**src/design/doc_pkg.sv**
```systemverilog
package doc_pkg;
  // coefficient set selector values
  localparam logic SET_FACTORY = 1'b0;
  localparam logic SET_USER = 1'b1;
  // exposure modes that allow calibration
  localparam logic [3:0] MODE_A = 4'h2;
  localparam logic [3:0] MODE_B = 4'h9;
  localparam logic [3:0] MODE_C = 4'ha;
  // unity digital gain setting
  localparam logic [15:0] GAIN_UNITY = 16'h1000;
  // argument limits of the pixel command
  localparam logic [15:0] COL_MIN = 16'h0001;
  localparam logic [15:0] COL_MAX = 16'h0578;
  localparam logic [15:0] ROW_MIN = 16'h0001;
  localparam logic [15:0] ROW_MAX = 16'h0400;
  localparam logic [15:0] VAL_MIN = 16'h0000;
  localparam logic [15:0] VAL_MAX = 16'h00ff;
  // sensor size walked by calibration
  localparam int NUM_COLS = 1400;
  localparam int NUM_ROWS = 1024;
  // error codes
  localparam logic [1:0] ERR_SET = 2'h1;
  localparam logic [1:0] ERR_MODE = 2'h2;
  localparam logic [1:0] ERR_ARG = 2'h3;
  localparam logic [1:0] ERR_BUSY = 2'h0;
  // led flash timing
  localparam int CLK_HZ = 20000000;
  localparam int LED_HALF_MS = 250;
  localparam int LED_HALF_CYC = LED_HALF_MS * (CLK_HZ / 1000);
  // command sequencer states
  typedef enum logic [1:0] {ST_IDLE, ST_CAL, ST_SAVE} doc_state_e;
  // exposure mode permits calibration
  function automatic logic mode_ok(input logic [3:0] m);
    mode_ok = (m == MODE_A) || (m == MODE_B) || (m == MODE_C);
  endfunction
  // clamp a dark level to the eight-bit coefficient
  function automatic logic [7:0] sat8(input logic [9:0] d);
    sat8 = (d > 10'h0ff) ? 8'hff : d[7:0];
  endfunction
endpackage

```
**src/design/doc_cal_top.sv**
```systemverilog
`timescale 1ns/10ps
`default_nettype none
// dark-offset calibration command handling
module doc_cal_top #(
  parameter int NUM_COLS = doc_pkg::NUM_COLS,
  parameter int NUM_ROWS = doc_pkg::NUM_ROWS,
  parameter int LED_HALF_CYC = doc_pkg::LED_HALF_CYC
) (
  // clock and reset
  input wire logic core_clk,
  input wire logic rstn,
  // configuration
  input wire logic coef_set_sel,
  input wire logic [3:0] exp_mode,
  input wire logic [15:0] user_gain,
  // whole-sensor command
  input wire logic cal_start,
  // single-pixel command
  input wire logic pix_wr,
  input wire logic [15:0] pix_col,
  input wire logic [15:0] pix_row,
  input wire logic [15:0] pix_val,
  // dark pixel stream during calibration
  input wire logic dark_valid,
  input wire logic [9:0] dark_data,
  // coefficient store write port
  output logic coef_wr_en_r,
  output logic [10:0] coef_col_r,
  output logic [10:0] coef_row_r,
  output logic [7:0] coef_dat_r,
  // non-volatile save request
  output logic nvm_save_r,
  // gain to the video path
  output logic [15:0] gain_out_r,
  // status
  output logic busy_r,
  output logic done_r,
  output logic err_r,
  output logic [1:0] err_code_r,
  output logic led_green_r
);
  doc_pkg::doc_state_e state_r, state_nxt; // sequencer
  logic [10:0] col_r, col_nxt; // walk column, 1-based
  logic [10:0] row_r, row_nxt; // walk row, 1-based
  logic cal_err_r, cal_err_nxt; // last run failed
  logic coef_wr_en_nxt;
  logic [10:0] coef_col_nxt;
  logic [10:0] coef_row_nxt;
  logic [7:0] coef_dat_nxt;
  logic nvm_save_nxt;
  logic [15:0] gain_out_nxt;
  logic busy_nxt;
  logic done_nxt;
  logic err_nxt;
  logic [1:0] err_code_nxt;
  logic args_ok; // pixel arguments in range
  logic last_pix; // walk on final pixel
  logic user_set; // user set selected

  // argument range check
  doc_arg_chk u_chk (
    .col(pix_col),
    .row(pix_row),
    .val(pix_val),
    .args_ok(args_ok)
  );

  // status lamp
  doc_led #(
    .HALF_CYC(LED_HALF_CYC)
  ) u_led (
    .core_clk(core_clk),
    .rstn(rstn),
    .busy(busy_r),
    .cal_err(cal_err_r),
    .led_green_r(led_green_r)
  );

  assign user_set = (coef_set_sel == doc_pkg::SET_USER);
  assign last_pix = (col_r == 11'(NUM_COLS)) && (row_r == 11'(NUM_ROWS));

  // sequencer and command decode
  always_comb begin
    state_nxt = state_r;
    col_nxt = col_r;
    row_nxt = row_r;
    cal_err_nxt = cal_err_r;
    coef_wr_en_nxt = 1'b0;
    coef_col_nxt = coef_col_r;
    coef_row_nxt = coef_row_r;
    coef_dat_nxt = coef_dat_r;
    nvm_save_nxt = 1'b0;
    done_nxt = 1'b0;
    err_nxt = 1'b0;
    err_code_nxt = err_code_r;
    case (state_r)
      doc_pkg::ST_IDLE: begin
        if (cal_start) begin
          // whole-sensor calibration, cal wins over pixel write
          if (!user_set) begin
            err_nxt = 1'b1;
            err_code_nxt = doc_pkg::ERR_SET;
            cal_err_nxt = 1'b1;
          end else if (!doc_pkg::mode_ok(exp_mode)) begin
            err_nxt = 1'b1;
            err_code_nxt = doc_pkg::ERR_MODE;
            cal_err_nxt = 1'b1;
          end else begin
            // start walking from pixel 1,1
            state_nxt = doc_pkg::ST_CAL;
            col_nxt = 11'h001;
            row_nxt = 11'h001;
            cal_err_nxt = 1'b0;
          end
        end else if (pix_wr) begin
          // single-pixel coefficient write
          if (!user_set) begin
            err_nxt = 1'b1;
            err_code_nxt = doc_pkg::ERR_SET;
          end else if (!args_ok) begin
            err_nxt = 1'b1;
            err_code_nxt = doc_pkg::ERR_ARG;
          end else begin
            coef_wr_en_nxt = 1'b1;
            coef_col_nxt = pix_col[10:0];
            coef_row_nxt = pix_row[10:0];
            coef_dat_nxt = pix_val[7:0];
            done_nxt = 1'b1;
          end
        end
      end
      doc_pkg::ST_CAL: begin
        if (cal_start || pix_wr) begin
          // commands are refused while computing
          err_nxt = 1'b1;
          err_code_nxt = doc_pkg::ERR_BUSY;
        end
        if (!user_set || !doc_pkg::mode_ok(exp_mode)) begin
          // preconditions lost mid-run: abort
          state_nxt = doc_pkg::ST_IDLE;
          err_nxt = 1'b1;
          err_code_nxt = user_set ? doc_pkg::ERR_MODE : doc_pkg::ERR_SET;
          cal_err_nxt = 1'b1;
        end else if (dark_valid) begin
          // dark level becomes the pixel's subtract coefficient
          coef_wr_en_nxt = 1'b1;
          coef_col_nxt = col_r;
          coef_row_nxt = row_r;
          coef_dat_nxt = doc_pkg::sat8(dark_data);
          if (last_pix) begin
            state_nxt = doc_pkg::ST_SAVE;
          end else if (col_r == 11'(NUM_COLS)) begin
            col_nxt = 11'h001;
            row_nxt = row_r + 11'h001;
          end else begin
            col_nxt = col_r + 11'h001;
          end
        end
      end
      doc_pkg::ST_SAVE: begin
        // commit coefficients without a save command
        nvm_save_nxt = 1'b1;
        done_nxt = 1'b1;
        state_nxt = doc_pkg::ST_IDLE;
      end
      default: begin
        state_nxt = doc_pkg::ST_IDLE;
      end
    endcase
    // unity gain for the whole run
    busy_nxt = (state_nxt != doc_pkg::ST_IDLE);
    gain_out_nxt = busy_nxt ? doc_pkg::GAIN_UNITY : user_gain;
  end

  // sequencer registers
  always_ff @(posedge core_clk or negedge rstn) begin
    if (!rstn) begin
      state_r <= doc_pkg::ST_IDLE;
      col_r <= 11'h001;
      row_r <= 11'h001;
      cal_err_r <= 1'b0;
      coef_wr_en_r <= 1'b0;
      coef_col_r <= 11'h000;
      coef_row_r <= 11'h000;
      coef_dat_r <= 8'h00;
      nvm_save_r <= 1'b0;
      gain_out_r <= 16'h0000;
      busy_r <= 1'b0;
      done_r <= 1'b0;
      err_r <= 1'b0;
      err_code_r <= 2'h0;
    end else begin
      state_r <= state_nxt;
      col_r <= col_nxt;
      row_r <= row_nxt;
      cal_err_r <= cal_err_nxt;
      coef_wr_en_r <= coef_wr_en_nxt;
      coef_col_r <= coef_col_nxt;
      coef_row_r <= coef_row_nxt;
      coef_dat_r <= coef_dat_nxt;
      nvm_save_r <= nvm_save_nxt;
      gain_out_r <= gain_out_nxt;
      busy_r <= busy_nxt;
      done_r <= done_nxt;
      err_r <= err_nxt;
      err_code_r <= err_code_nxt;
    end
  end

  // gain is unity whenever calibration runs
  a_gain_unity: assert property (
    @(posedge core_clk) disable iff (!rstn)
    busy_r |-> gain_out_r == doc_pkg::GAIN_UNITY)
    else $error("gain not unity during calibration");

  // factory set refuses calibration
  a_cal_set_rej: assert property (
    @(posedge core_clk) disable iff (!rstn)
    (state_r == doc_pkg::ST_IDLE && cal_start && !coef_set_sel)
    |=> err_r && err_code_r == doc_pkg::ERR_SET && !busy_r)
    else $error("calibration not refused with factory set");

  // bad mode refuses calibration, nothing starts
  a_cal_mode_rej: assert property (
    @(posedge core_clk) disable iff (!rstn)
    (state_r == doc_pkg::ST_IDLE && cal_start && coef_set_sel &&
     !doc_pkg::mode_ok(exp_mode))
    |=> err_r && !busy_r ##1 !coef_wr_en_r)
    else $error("calibration not refused in bad mode");

  // good mode and set start the run
  a_cal_starts: assert property (
    @(posedge core_clk) disable iff (!rstn)
    (state_r == doc_pkg::ST_IDLE && cal_start && coef_set_sel &&
     doc_pkg::mode_ok(exp_mode)) |=> busy_r && !err_r)
    else $error("calibration did not start");

  // dark sample written saturated at walk address
  a_cal_coef: assert property (
    @(posedge core_clk) disable iff (!rstn)
    (state_r == doc_pkg::ST_CAL && user_set && doc_pkg::mode_ok(exp_mode)
     && dark_valid)
    |=> coef_wr_en_r && coef_dat_r == doc_pkg::sat8($past(dark_data))
        && coef_col_r == $past(col_r) && coef_row_r == $past(row_r))
    else $error("dark coefficient write wrong");

  // save follows the final pixel
  a_save_auto: assert property (
    @(posedge core_clk) disable iff (!rstn)
    (state_r == doc_pkg::ST_CAL && user_set && doc_pkg::mode_ok(exp_mode)
     && dark_valid && last_pix) |=> ##1 nvm_save_r && done_r && !busy_r)
    else $error("no automatic save after calibration");

  // accepted pixel write reaches the store
  a_pix_write: assert property (
    @(posedge core_clk) disable iff (!rstn)
    (state_r == doc_pkg::ST_IDLE && !cal_start && pix_wr && coef_set_sel
     && args_ok)
    |=> coef_wr_en_r && coef_dat_r == $past(pix_val[7:0])
        && coef_col_r == $past(pix_col[10:0]) && done_r
        && coef_row_r == $past(pix_row[10:0]))
    else $error("pixel coefficient not written");

  // bad arguments leave store untouched
  a_pix_range: assert property (
    @(posedge core_clk) disable iff (!rstn)
    (state_r == doc_pkg::ST_IDLE && !cal_start && pix_wr && coef_set_sel
     && !args_ok) |=> !coef_wr_en_r && err_r && err_code_r == doc_pkg::ERR_ARG)
    else $error("out-of-range pixel write not rejected");

  // factory set refuses pixel write
  a_pix_set_rej: assert property (
    @(posedge core_clk) disable iff (!rstn)
    (state_r == doc_pkg::ST_IDLE && !cal_start && pix_wr && !coef_set_sel)
    |=> !coef_wr_en_r && err_r && err_code_r == doc_pkg::ERR_SET)
    else $error("pixel write not refused with factory set");

  // commands during a run are refused, run goes on
  a_busy_refuse: assert property (
    @(posedge core_clk) disable iff (!rstn)
    (state_r == doc_pkg::ST_CAL && (cal_start || pix_wr) && user_set
     && doc_pkg::mode_ok(exp_mode))
    |=> err_r && err_code_r == doc_pkg::ERR_BUSY && busy_r)
    else $error("command during calibration not refused");

  // mode lost mid-run ends the run with no write
  a_abort_mode: assert property (
    @(posedge core_clk) disable iff (!rstn)
    (state_r == doc_pkg::ST_CAL && user_set && !doc_pkg::mode_ok(exp_mode))
    |=> err_r && err_code_r == doc_pkg::ERR_MODE && !busy_r
        && !coef_wr_en_r)
    else $error("calibration not aborted on bad mode");

  // idle sequencer passes the user gain through
  a_gain_idle: assert property (
    @(posedge core_clk) disable iff (!rstn)
    (state_r == doc_pkg::ST_IDLE && !cal_start)
    |=> !busy_r && gain_out_r == $past(user_gain))
    else $error("user gain not restored when idle");

  // save pulse only out of the save state
  a_save_once: assert property (
    @(posedge core_clk) disable iff (!rstn)
    nvm_save_r |-> done_r && !busy_r && $past(state_r) == doc_pkg::ST_SAVE)
    else $error("save pulse outside a finished run");

  // failed run leaves the lamp dark
  a_led_err: assert property (
    @(posedge core_clk) disable iff (!rstn)
    (!busy_r && cal_err_r) |=> !led_green_r)
    else $error("lamp green after failed calibration");

  // idle store only written by an accepted pixel command
  a_idle_no_wr: assert property (
    @(posedge core_clk) disable iff (!rstn)
    (state_r == doc_pkg::ST_IDLE
     && (cal_start || !pix_wr || !user_set || !args_ok))
    |=> !coef_wr_en_r)
    else $error("store written without accepted command");

  // walk writes stay inside the sensor
  a_walk_range: assert property (
    @(posedge core_clk) disable iff (!rstn)
    (coef_wr_en_r && busy_r)
    |-> coef_col_r >= 11'h001 && coef_col_r <= 11'(NUM_COLS)
        && coef_row_r >= 11'h001 && coef_row_r <= 11'(NUM_ROWS))
    else $error("walk address outside sensor");
endmodule
`default_nettype wire

```
**src/design/doc_arg_chk.sv**
```systemverilog
`timescale 1ns/10ps
`default_nettype none
// range check of the pixel command arguments
module doc_arg_chk (
  // arguments
  input wire logic [15:0] col,
  input wire logic [15:0] row,
  input wire logic [15:0] val,
  // verdict
  output logic args_ok
);
  // inclusive range test
  function automatic logic in_rng(input logic [15:0] v,
                                  input logic [15:0] lo,
                                  input logic [15:0] hi);
    in_rng = (v >= lo) && (v <= hi);
  endfunction

  // all three arguments must pass
  assign args_ok = in_rng(col, doc_pkg::COL_MIN, doc_pkg::COL_MAX) &&
                   in_rng(row, doc_pkg::ROW_MIN, doc_pkg::ROW_MAX) &&
                   in_rng(val, doc_pkg::VAL_MIN, doc_pkg::VAL_MAX);
endmodule
`default_nettype wire

```
**src/design/doc_led.sv**
```systemverilog
`timescale 1ns/10ps
`default_nettype none
// status lamp: flashes green while busy, dark after a failed run, steady green otherwise
module doc_led #(
  parameter int HALF_CYC = doc_pkg::LED_HALF_CYC
) (
  // clock and reset
  input wire logic core_clk,
  input wire logic rstn,
  // status
  input wire logic busy,
  input wire logic cal_err,
  // lamp
  output logic led_green_r
);
  logic [22:0] cnt_r; // half-period counter
  logic [22:0] cnt_nxt;
  logic led_nxt;

  // next lamp state
  always_comb begin
    cnt_nxt = 23'h000000;
    led_nxt = 1'b1;
    if (busy) begin
      // flashing while coefficients are computed
      if (cnt_r >= 23'(HALF_CYC - 1)) begin
        led_nxt = ~led_green_r;
      end else begin
        cnt_nxt = cnt_r + 23'h000001;
        led_nxt = led_green_r;
      end
    end else if (cal_err) begin
      // no steady green after a failed run
      led_nxt = 1'b0;
    end
  end

  // lamp registers
  always_ff @(posedge core_clk or negedge rstn) begin
    if (!rstn) begin
      cnt_r <= 23'h000000;
      led_green_r <= 1'b1;
    end else begin
      cnt_r <= cnt_nxt;
      led_green_r <= led_nxt;
    end
  end

  a_led_steady: assert property (@(posedge core_clk) disable iff (!rstn)
    (!busy && !cal_err) |=> led_green_r)
    else $error("lamp not steady green when idle");
endmodule
`default_nettype wire

```
**config.mk**
```make
export PLATFORM = sky130hd
export DESIGN_NAME = doc_cal_top
export DESIGN_NICKNAME = d
export VERILOG_FILES = /design/src/design/doc_pkg.sv /design/src/design/doc_cal_top.sv /design/src/design/doc_arg_chk.sv /design/src/design/doc_led.sv
export SDC_FILE = /design/constraint.sdc
export NUM_CORES = 1
export LEC_CHECK = 0
export BUFFER_PORTS_ARGS = -buffer_cell sky130_fd_sc_hd__clkbuf_2
export CAP_MARGIN = 20
export CORE_ASPECT_RATIO = 0.5
export CORE_MARGIN = 8
export CORE_UTILIZATION = 45
export DETAILED_ROUTE_END_ITERATION = 10
export PLACE_DENSITY_LB_ADDON = 0.05
export SLEW_MARGIN = 20
export SYNTH_ARGS = -nofsm -noshare
export SYNTH_HDL_FRONTEND = slang
export SYNTH_HIERARCHICAL = 1
export SYNTH_SLANG_ARGS = --single-unit
```
**constraint.sdc**
```tcl
create_clock -name core_clk -period 2.98 [get_ports core_clk]
set_clock_uncertainty 0.1 [all_clocks]
set_input_delay 0.447 -clock core_clk [delete_from_list [all_inputs] [get_ports core_clk]]
set_output_delay 0.447 -clock core_clk [all_outputs]
set_load 0.02 [all_outputs]
```
* Word level (Yosys, flattened, before mapping)
Index checks and enable logic that the tools add are counted.
Word-level totals: register bits after elaboration 102, bits of input ports 84, output and inout bits 54, logic and storage cells 150
Cells by class: add/sub/neg operators 3, magnitude comparators 8, equality and inequality tests 23, mux-type cells 79, bitwise operators 1, reduce and logical (&&, ||, !) cells 20
Operators by type and width (number):
- $mux W11 | 23
- $pmux W11 S2 | 4
- $mux W8 | 7
- $ge A16 B1 Y1 const B | 3
- $mux W23 | 2
- $le A16 B11 Y1 const B | 2
- $mux W2 | 15
- $add A23 B1 Y23 const B | 1
- $ge A23 B23 Y1 const B | 1
- $add A11 B1 Y11 const B | 2
- $eq A11 B11 Y1 const B | 2
- $ne A2 B2 Y1 const B | 11
- $mux W1 | 20
- $le A16 B8 Y1 const B | 1
- $mux W16 | 1
- $pmux W8 S2 | 1
- $reduce_and A7 Y1 | 2
- $gt A10 B8 Y1 const B | 1
- $eq A4 B4 Y1 const B | 2
- $ne A4 B4 Y1 const B | 2
- $pmux W1 S2 | 4
- $pmux W2 S2 | 2
- $reduce_and A8 Y1 | 1
- $logic_and A1 B1 Y1 | 6
- 12 further kinds | 18

* Longest topological paths before layout
Gate-level depths: netlist (run 1).
depth after elaboration 9, depth in mapped cells 10, depth with buffers taken out 9

* Cells and area by module
The synthesis (run 1) kept the hierarchy.
By module, submodules not included:
- doc_cal_top | instances 1, cells each 368, area each 3707.3 µm², seq. area each 1954.4 µm²
- doc_led | instances 1, cells each 122, area each 1236.2 µm², seq. area each 601.8 µm²
- doc_arg_chk | instances 1, cells each 24, area each 146.4 µm², seq. area each 0.0 µm²

* Least setup slack after synthesis (run 1)
OpenSTA, ideal clock, no wires.
path kind input-to-reg, from input port pix_col[12], to register coef_col_r[8], library setup time 0.133 ns, arrival 2.348 ns, required time 2.747 ns, path slack 0.399 ns, stages 10, buffers on the path 1, cell sequence or4_1 > a2111oi_2 > nand4_1 > nor3_1 > nand4b_1 > nor2_1 > o21ai_1 > clkbuf_1 > nand2_1 > o21ai_0
Between the ends: cells in the longest elaborated chain, start to end 6, elaborated cells between the ends (all ways) 7, those cells by class 2 x order compare; 1 x eq/ne; 4 x reduce/logical
Ends and longest elaborated chain:
- start, declared | line doc_cal_top.sv:20 | input wire logic [15:0] pix_col,
- $ge A16 B1 Y1 or $le A16 B11 Y1 (tied branches) | line doc_arg_chk.sv:16 | in_rng = (v >= lo) && (v <= hi);
- $logic_and A1 B1 Y1 * | line doc_arg_chk.sv:16
- $logic_and A1 B1 Y1 * | line doc_arg_chk.sv:20 | assign args_ok = in_rng(col, doc_pkg::COL_MIN, doc_pkg::COL_MAX) &&
- $logic_and A1 B1 Y1 * | line doc_arg_chk.sv:21 | in_rng(row, doc_pkg::ROW_MIN, doc_pkg::ROW_MAX) &&
- via args_ok | line doc_cal_top.sv:56 | logic args_ok;
- $ne A2 B2 Y1 (no source line) *
- $reduce_and A7 Y1 (no source line) *
- end signal, assigned | line doc_cal_top.sv:198 | coef_col_r <= coef_col_nxt;
- end, declared | line doc_cal_top.sv:28 | output logic [10:0] coef_col_r,
Mark *: on every way through the listed nets, which the timed path passes. The rest lies on a longest branch. A chain may end at the register's enable or synchronous reset.

* Worst setup path after layout (run 1)
from input port pix_col[12], to register coef_col_r[1]
Same word-level chain as after synthesis.

==> impl_metrics.toml, run 1 <==
[timing]
tns_ns = 0
fin_crit_sh = 0.864
finalWorstSetupSlack_ns = 0.404
max_slew_margin = 0.669
final_hold_viol_count = 0
setup-violations-final = 0
final_max_slew_viol_count = 0
finalCriticalPeriod_ns = 2.58
rsz0062_at_grt = "no"
tightest_slew_ns = 0.493
fmax_mhz = 388

[setup_path]
reg2reg_from = "row_r[8]$_DFFE_PN0P_"
critPathBufInv = 2
cp_max_fo = 43
worstPathArrival_ns = 2.74
crit_chain = "clkbuf_2 -> or4_1 -> a2111oi_2 -> nand4_1 -> nor3_1 -> nand4b_1 -> nor2_1 -> o21ai_4 -> buf_12 -> o21ai_0"
path_delay_family = "simple AND/OR/NAND/NOR gates"
cpMaxStageDelayCell = "or4_1"
max_stage_delay_ns = 0.52
crit_type = "in -> reg"
rrSetupSlack_ns = 0.42
r2r-end = "col_r[2]$_DFFE_PN0P_"
worst_ep_required_time_ns = 3.14
rr_worst_depth = 6
worstSetupEndpointType = "flip-flop"
crit_path_start_kind = "input pin"

[synthesis]
synth_edf_count = 0
synth_ff_type = "dfrtp_1"
yosysWarnings = 6
synthCells = 514
synth_cell_types = 62
ys_seq_area_frac = 0.502
syn-cell-area_um2 = 5090
ys_ff_latch = 102
syn-num-nets = 603
async_flop_share = 1.00
syn_area_per_cell_um2 = 9.90

[finish]
multi_input_area_um2 = 2380
finalNonFillerCells = 798
areaGrowthSynthToFinish_pct = 23.4
final_common_cell = "clkbuf_2"
final_nets = 737
utilization = 0.570
n_antenna_cell = 0
fillers = 1024
seq_area_um2 = 2560
drive_gt1_frac = 0.289
mostFrequentLayoutCells = "clkbuf_2, dfrtp_1, nand2_1"

[die]
die_area_um2 = 15200
die_y_um = 91.2
core_area_um2 = 11000
die_x_um = 166
io_pins = 138
start_util = 0.462
core.rowCount = 27

[clock_network]
path_clk_slew_ns = 0.07
ctsResizeCount = 0
clock_path_buffers = 2
clk_latency_ns = 0.35
clockRootBuffer = "clkbuf_16"
cts_buffers = 9
h-tree-depth = 3
cts_tree = "built"
cts_sinks = 102

[global_route]
grt_util_all_layers = 0.174
grt_pass1_vias = 4097
grt_pass1_wl_mm = 21.5
grt_max_degree = 74
grt.overflow.total = 0
antenna_found_initial = 0

[hold_path]
holdPathEnd = "gain_out_r[12]$_DFF_PN0_"
min_from = "user_gain[12]"
whs_path_depth = 2
hold_path_class = "in -> reg"

[place]
routabilityCongestion = 0.817
pre_cts_ws_ns = 0.0281
port_buffers = 137
placed_cells = 781
dpl.hpwl_mm = 9.90

[detailed_routing]
wl_per_cell_um = 16.4
wl_mm = 13.1
num_vias = 4150
post-route-drc-count = 0
vias_per_cell = 5.20
drt_iter0_markers = 270
firstDrtPassIters = 4
antenna_left = 0

[power_and_ir_drop]
leakage_nw = 2.87
ir_worst_vdd_uv = 258
power_density_nw_per_um2 = 497
total_power_w = 0.00312

[flow_run]
maxCapViolCount = 0

[status]
outcome = "finished, final reports clean"
sequential cells by signal (all words and copies together), names as in the netlist, 2 cells and up:
| name | count |
|---|---|
| coef_col_r | 11 |
| coef_dat_r | 8 |
| coef_row_r | 11 |
| col_r | 11 |
| err_code_r | 2 |
| gain_out_r | 16 |
| row_r | 11 |
| state_r | 2 |
| u_led/cnt_r | 23 |
cells by family after synthesis:
kind of cell,after synthesis,synth area share
compound gates,102,0.125
mux,31,0.0651
fa+ha+maj,5,0.0123
simple gates,215,0.227
xor+xnor,20,0.0344
flops,102,0.502
buf+inv,39,0.0342
report_power, final:
part | internal, W | switching, W
clock network | 0.000680 | 0.000529
logic | 0.000153 | 0.000214
registers | 0.00146 | 0.0000791
total | 0.00230 | 0.000822
layer usage:
metal  vias up  part of all wire  routed length [um]  global-route usage
li1       2093                 -                   -                   -
met3         6             0.036                 475              0.0462
met4         0            0.0065                  85              0.0387
met5         -                 0                   0                   0
met2        61              0.51                6740               0.305
met1      1990              0.44                5820               0.213
area by class of cell:
| cell class | count | area share |
|---|---|---|
| sequential | 102 | 0.407 |
| inverter | 14 | 0.00837 |
| multi-input combinational | 373 | 0.380 |
| tap | 145 | 0.0289 |
| timing repair buffer | 148 | 0.127 |
| clock buffer | 10 | 0.0381 |
| clock inverter | 6 | 0.0110 |
worst register-to-register path: stages (launching register included):
cell and delay (ns):
dfrtp_1 0.43, or4_1 0.56, or3_4 0.36, nor4_4 0.25, buf_4 0.25, nand2b_1 0.36, a22o_1 0.21
cells in the mapped netlist, drive strengths merged, types with 6 or more instances:
| cell type | instances | area share |
|---|---|---|
| nand2 | 56 | 0.042 |
| nand3 | 27 | 0.027 |
| inv | 14 | 0.010 |
| nor2b | 18 | 0.022 |
| mux2i | 26 | 0.051 |
| nor4 | 11 | 0.021 |
| o31ai | 6 | 0.0098 |
| nor2 | 40 | 0.029 |
| dfrtp | 99 | 0.49 |
| o22ai | 8 | 0.0098 |
| buf | 10 | 0.013 |
| nor3 | 14 | 0.018 |
| a21oi | 16 | 0.016 |
| clkbuf | 15 | 0.011 |
| o21ai | 45 | 0.044 |
| or3 | 7 | 0.0096 |
| nand4 | 14 | 0.018 |
| xor2 | 15 | 0.026 |
timing repair:
action,in CTS,in global routing
hold endpoints to repair,28,0
hold buffers,1,0
setup buffers,0,0
through the flow:
step                hold WS (ns)  area, um2
floorplan                 0.0514       5090
global placement           0.303       5960
detailed placement         0.301       5960
CTS                        0.173       6280
global route               0.186       6280
finish                     0.187       6280
how the worst max path moves through the flow:
stage                               startpoint  slack (ns)  cells after the start                         to
after CTS                 row_r[8]$_DFFE_PN0P_        0.39                      6       col_r[2]$_DFFE_PN0P_
final                              pix_col[12]        0.40                     10  coef_col_r[1]$_DFFE_PN0P_
after detailed placement           pix_col[12]        0.03                     10  coef_dat_r[1]$_DFFE_PN0P_
after global placement             pix_col[12]        0.14                     11  coef_row_r[5]$_DFFE_PN0P_
after floorplan                    pix_col[12]        0.40                     10  coef_col_r[8]$_DFFE_PN0P_
after global routing               pix_col[12]        0.18                     10  coef_dat_r[1]$_DFFE_PN0P_
Note: power is estimated with default switching activity, not from simulation.
==> run 2, diff against run 1 <==
--- a/config.mk
+++ b/config.mk
@@ -8,7 +8,6 @@
 export BUFFER_PORTS_ARGS = -buffer_cell sky130_fd_sc_hd__clkbuf_2
 export CAP_MARGIN = 20
 export CORE_ASPECT_RATIO = 0.5
-export CORE_MARGIN = 8
 export CORE_UTILIZATION = 45
 export DETAILED_ROUTE_END_ITERATION = 10
 export PLACE_DENSITY_LB_ADDON = 0.05
==> constraint.sdc (replaced) <==
create_clock -name core_clk -period 3.01 [get_ports core_clk]
set_clock_uncertainty 0.1 [all_clocks]
set_input_delay 0.4515 -clock core_clk [delete_from_list [all_inputs] [get_ports core_clk]]
set_output_delay 0.4515 -clock core_clk [all_outputs]
set_load 0.02 [all_outputs]
==> impl_metrics.toml, run 2 (synthesis results as in run 1) <==
[status]
outcome = "finished, violations left"
failed_checks = "DRC, hold timing"

[die]
start_util = 0.462
io_pins = 138
core_area_um2 = 11000
die_area_um2 = 11800
core.rowCount = 27
die_y_um = 77.2
die_x_um = 152

[finish]
utilization = 0.568
multi_input_area_um2 = 2380
seq_area_um2 = 2560
n_antenna_cell = 0
areaGrowthSynthToFinish_pct = 22.9
largest-register = "u_led/cnt_r"
final_common_cell = "clkbuf_2"
mostFrequentLayoutCells = "clkbuf_2, dfrtp_1, nand2_1"
fillers = 1004
drive_gt1_frac = 0.291
reg.largest.list = "u_led/cnt_r (23), gain_out_r (16)"
largest_register_ffs = 23
final_nets = 737

[setup_path]
r2r-end = "row_r[6]$_DFFE_PN0P_"
cp-startpoint = "pix_col[12]"
crit_path_start_kind = "input pin"
crit_chain = "clkbuf_2 -> or4_1 -> a2111oi_2 -> nand4_1 -> nor3_1 -> nand4b_1 -> nor2_1 -> o21ai_4 -> buf_12 -> nand2_1 -> o21ai_0"
worst_ep_required_time_ns = 3.12
worstPathArrival_ns = 2.73
cpMaxStageDelayCell = "or4_1"
max_stage_delay_ns = 0.52
rrSetupSlack_ns = 0.42
crit_type = "in -> reg"
rr_worst_depth = 6
reg2reg_from = "row_r[8]$_DFFE_PN0P_"
cp_max_fo = 43
worstSetupEndpointType = "flip-flop"
endpoint = "coef_col_r[5]$_DFFE_PN0P_"

[timing]
hold_ws_ns = -0.00293
fin_crit_sh = 0.869
finalCriticalPeriod_ns = 2.62
tightest_slew_ns = 0.562
final_max_slew_viol_count = 0
tns_ns = 0
max_slew_margin = 0.626
setup-violations-final = 0
rsz0062_at_grt = "no"
final_hold_viol_count = 3
fmax_mhz = 382

[global_route]
grt_pass1_vias = 4002
antenna_found_initial = 0
grt_pass1_wl_mm = 20.3
grt_max_degree = 44
grt_util_all_layers = 0.217
grt.overflow.total = 0

[power_and_ir_drop]
p_int_w = 0.00218
p_switching_w = 0.000830
power.share.clock = 0.368
power_frac_seq = 0.511
total_power_w = 0.00301
combPwrFrac = 0.121
ir_worst_vdd_uv = 293
power_density_nw_per_um2 = 481
swShare = 0.276
leakage_nw = 2.86

[clock_network]
h-tree-depth = 3
path_clk_slew_ns = 0.07
cts_buffers = 9
ctsResizeCount = 0
clockRootBuffer = "clkbuf_16"
clk_latency_ns = 0.34
cts_hold_buf = 0
cts_setup_buffers = 0
clock_path_buffers = 2
cts_tree = "built"
cts_sinks = 102

[detailed_routing]
antenna_left = 0
wl_mm = 12.3
vias_per_cell = 5.22
post-route-drc-count = 3
num_vias = 4166
drt_iter0_markers = 194
firstDrtPassIters = 8
wl_per_cell_um = 15.4

[place]
port_buffers = 137
dpl.hpwl_mm = 9.09
routabilityCongestion = 0.811

[flow_run]
maxCapViolCount = 0

[hold_path]
hold_path_class = "in -> async"
-- run 2: cell count changes in the layout (fill, tap and decap cells not counted), sizes merged --
cell,change
buf,+1
bufinv,-1
clkbuf,-1
clkinv,+2
dlygate4sd3,-1
-- run 2: worst min path at each step --
stage	to	slack (ns)	cells after the start
CTS	u_led/cnt_r[19]$_DFF_PN0_	0.01	1
global route	u_led/cnt_r[19]$_DFF_PN0_	0.03	1
detailed placement	coef_col_r[10]$_DFFE_PN0P_	0.37	2
floorplan	busy_r$_DFF_PN0_	0.06	0
global placement	coef_dat_r[7]$_DFFE_PN0P_	0.36	2
finish	u_led/cnt_r[19]$_DFF_PN0_	-0.003	1
-- run 2: power groups by stage --
stage	Combinational (W)	Sequential [W]	Clock, W
final	0.000364	0.00153	0.00111
after global routing	0.000407	0.00154	0.00120
after CTS	0.000370	0.00153	0.00114
after detailed placement	0.000370	0.00156	0
after global placement	0.000363	0.00156	0
after floorplan	0.000159	0.00157	0
-- run 2: area by class of cell --
cell class | count | share of cell area
repair buffers | 148 | 0.127
clock inverters | 7 | 0.00940
multi-input cells | 373 | 0.381
flip-flops and latches | 102 | 0.409
clock buffers | 9 | 0.0360
well taps | 145 | 0.0290
inverters | 14 | 0.00840
-- run 2: routing by layer --
layer | vias up | global-route usage | routed length (um)
met3 | 8 | 0.0435 | 443
met5 | - | 0 | 0
met2 | 69 | 0.363 | 6000
li1 | 2105 | - | -
met4 | 0 | 0.0408 | 63
met1 | 1984 | 0.295 | 5760
-- run 2: per-stage QoR --
stage	setup slack (ns)	instance area (um2)	std cells	hold slack, ns
3_5_place_dp	0.0402	5970	782	0.372
3_3_place_gp	0.143	5970	782	0.363
5_1_grt	0.178	6250	798	0.0272
4_1_cts	0.391	6250	798	0.0136
6_report	0.395	6250	798	-0.00293
2_1_floorplan	0.424	5090	514	0.0559
-- run 2: worst max-delay path, delay by kind of cell --
family,cells,cell delay [ns]
and+or+nand+nor,6,1.38
AOI/OAI and AO/OA,3,0.60
buffers and inverters,2,0.28
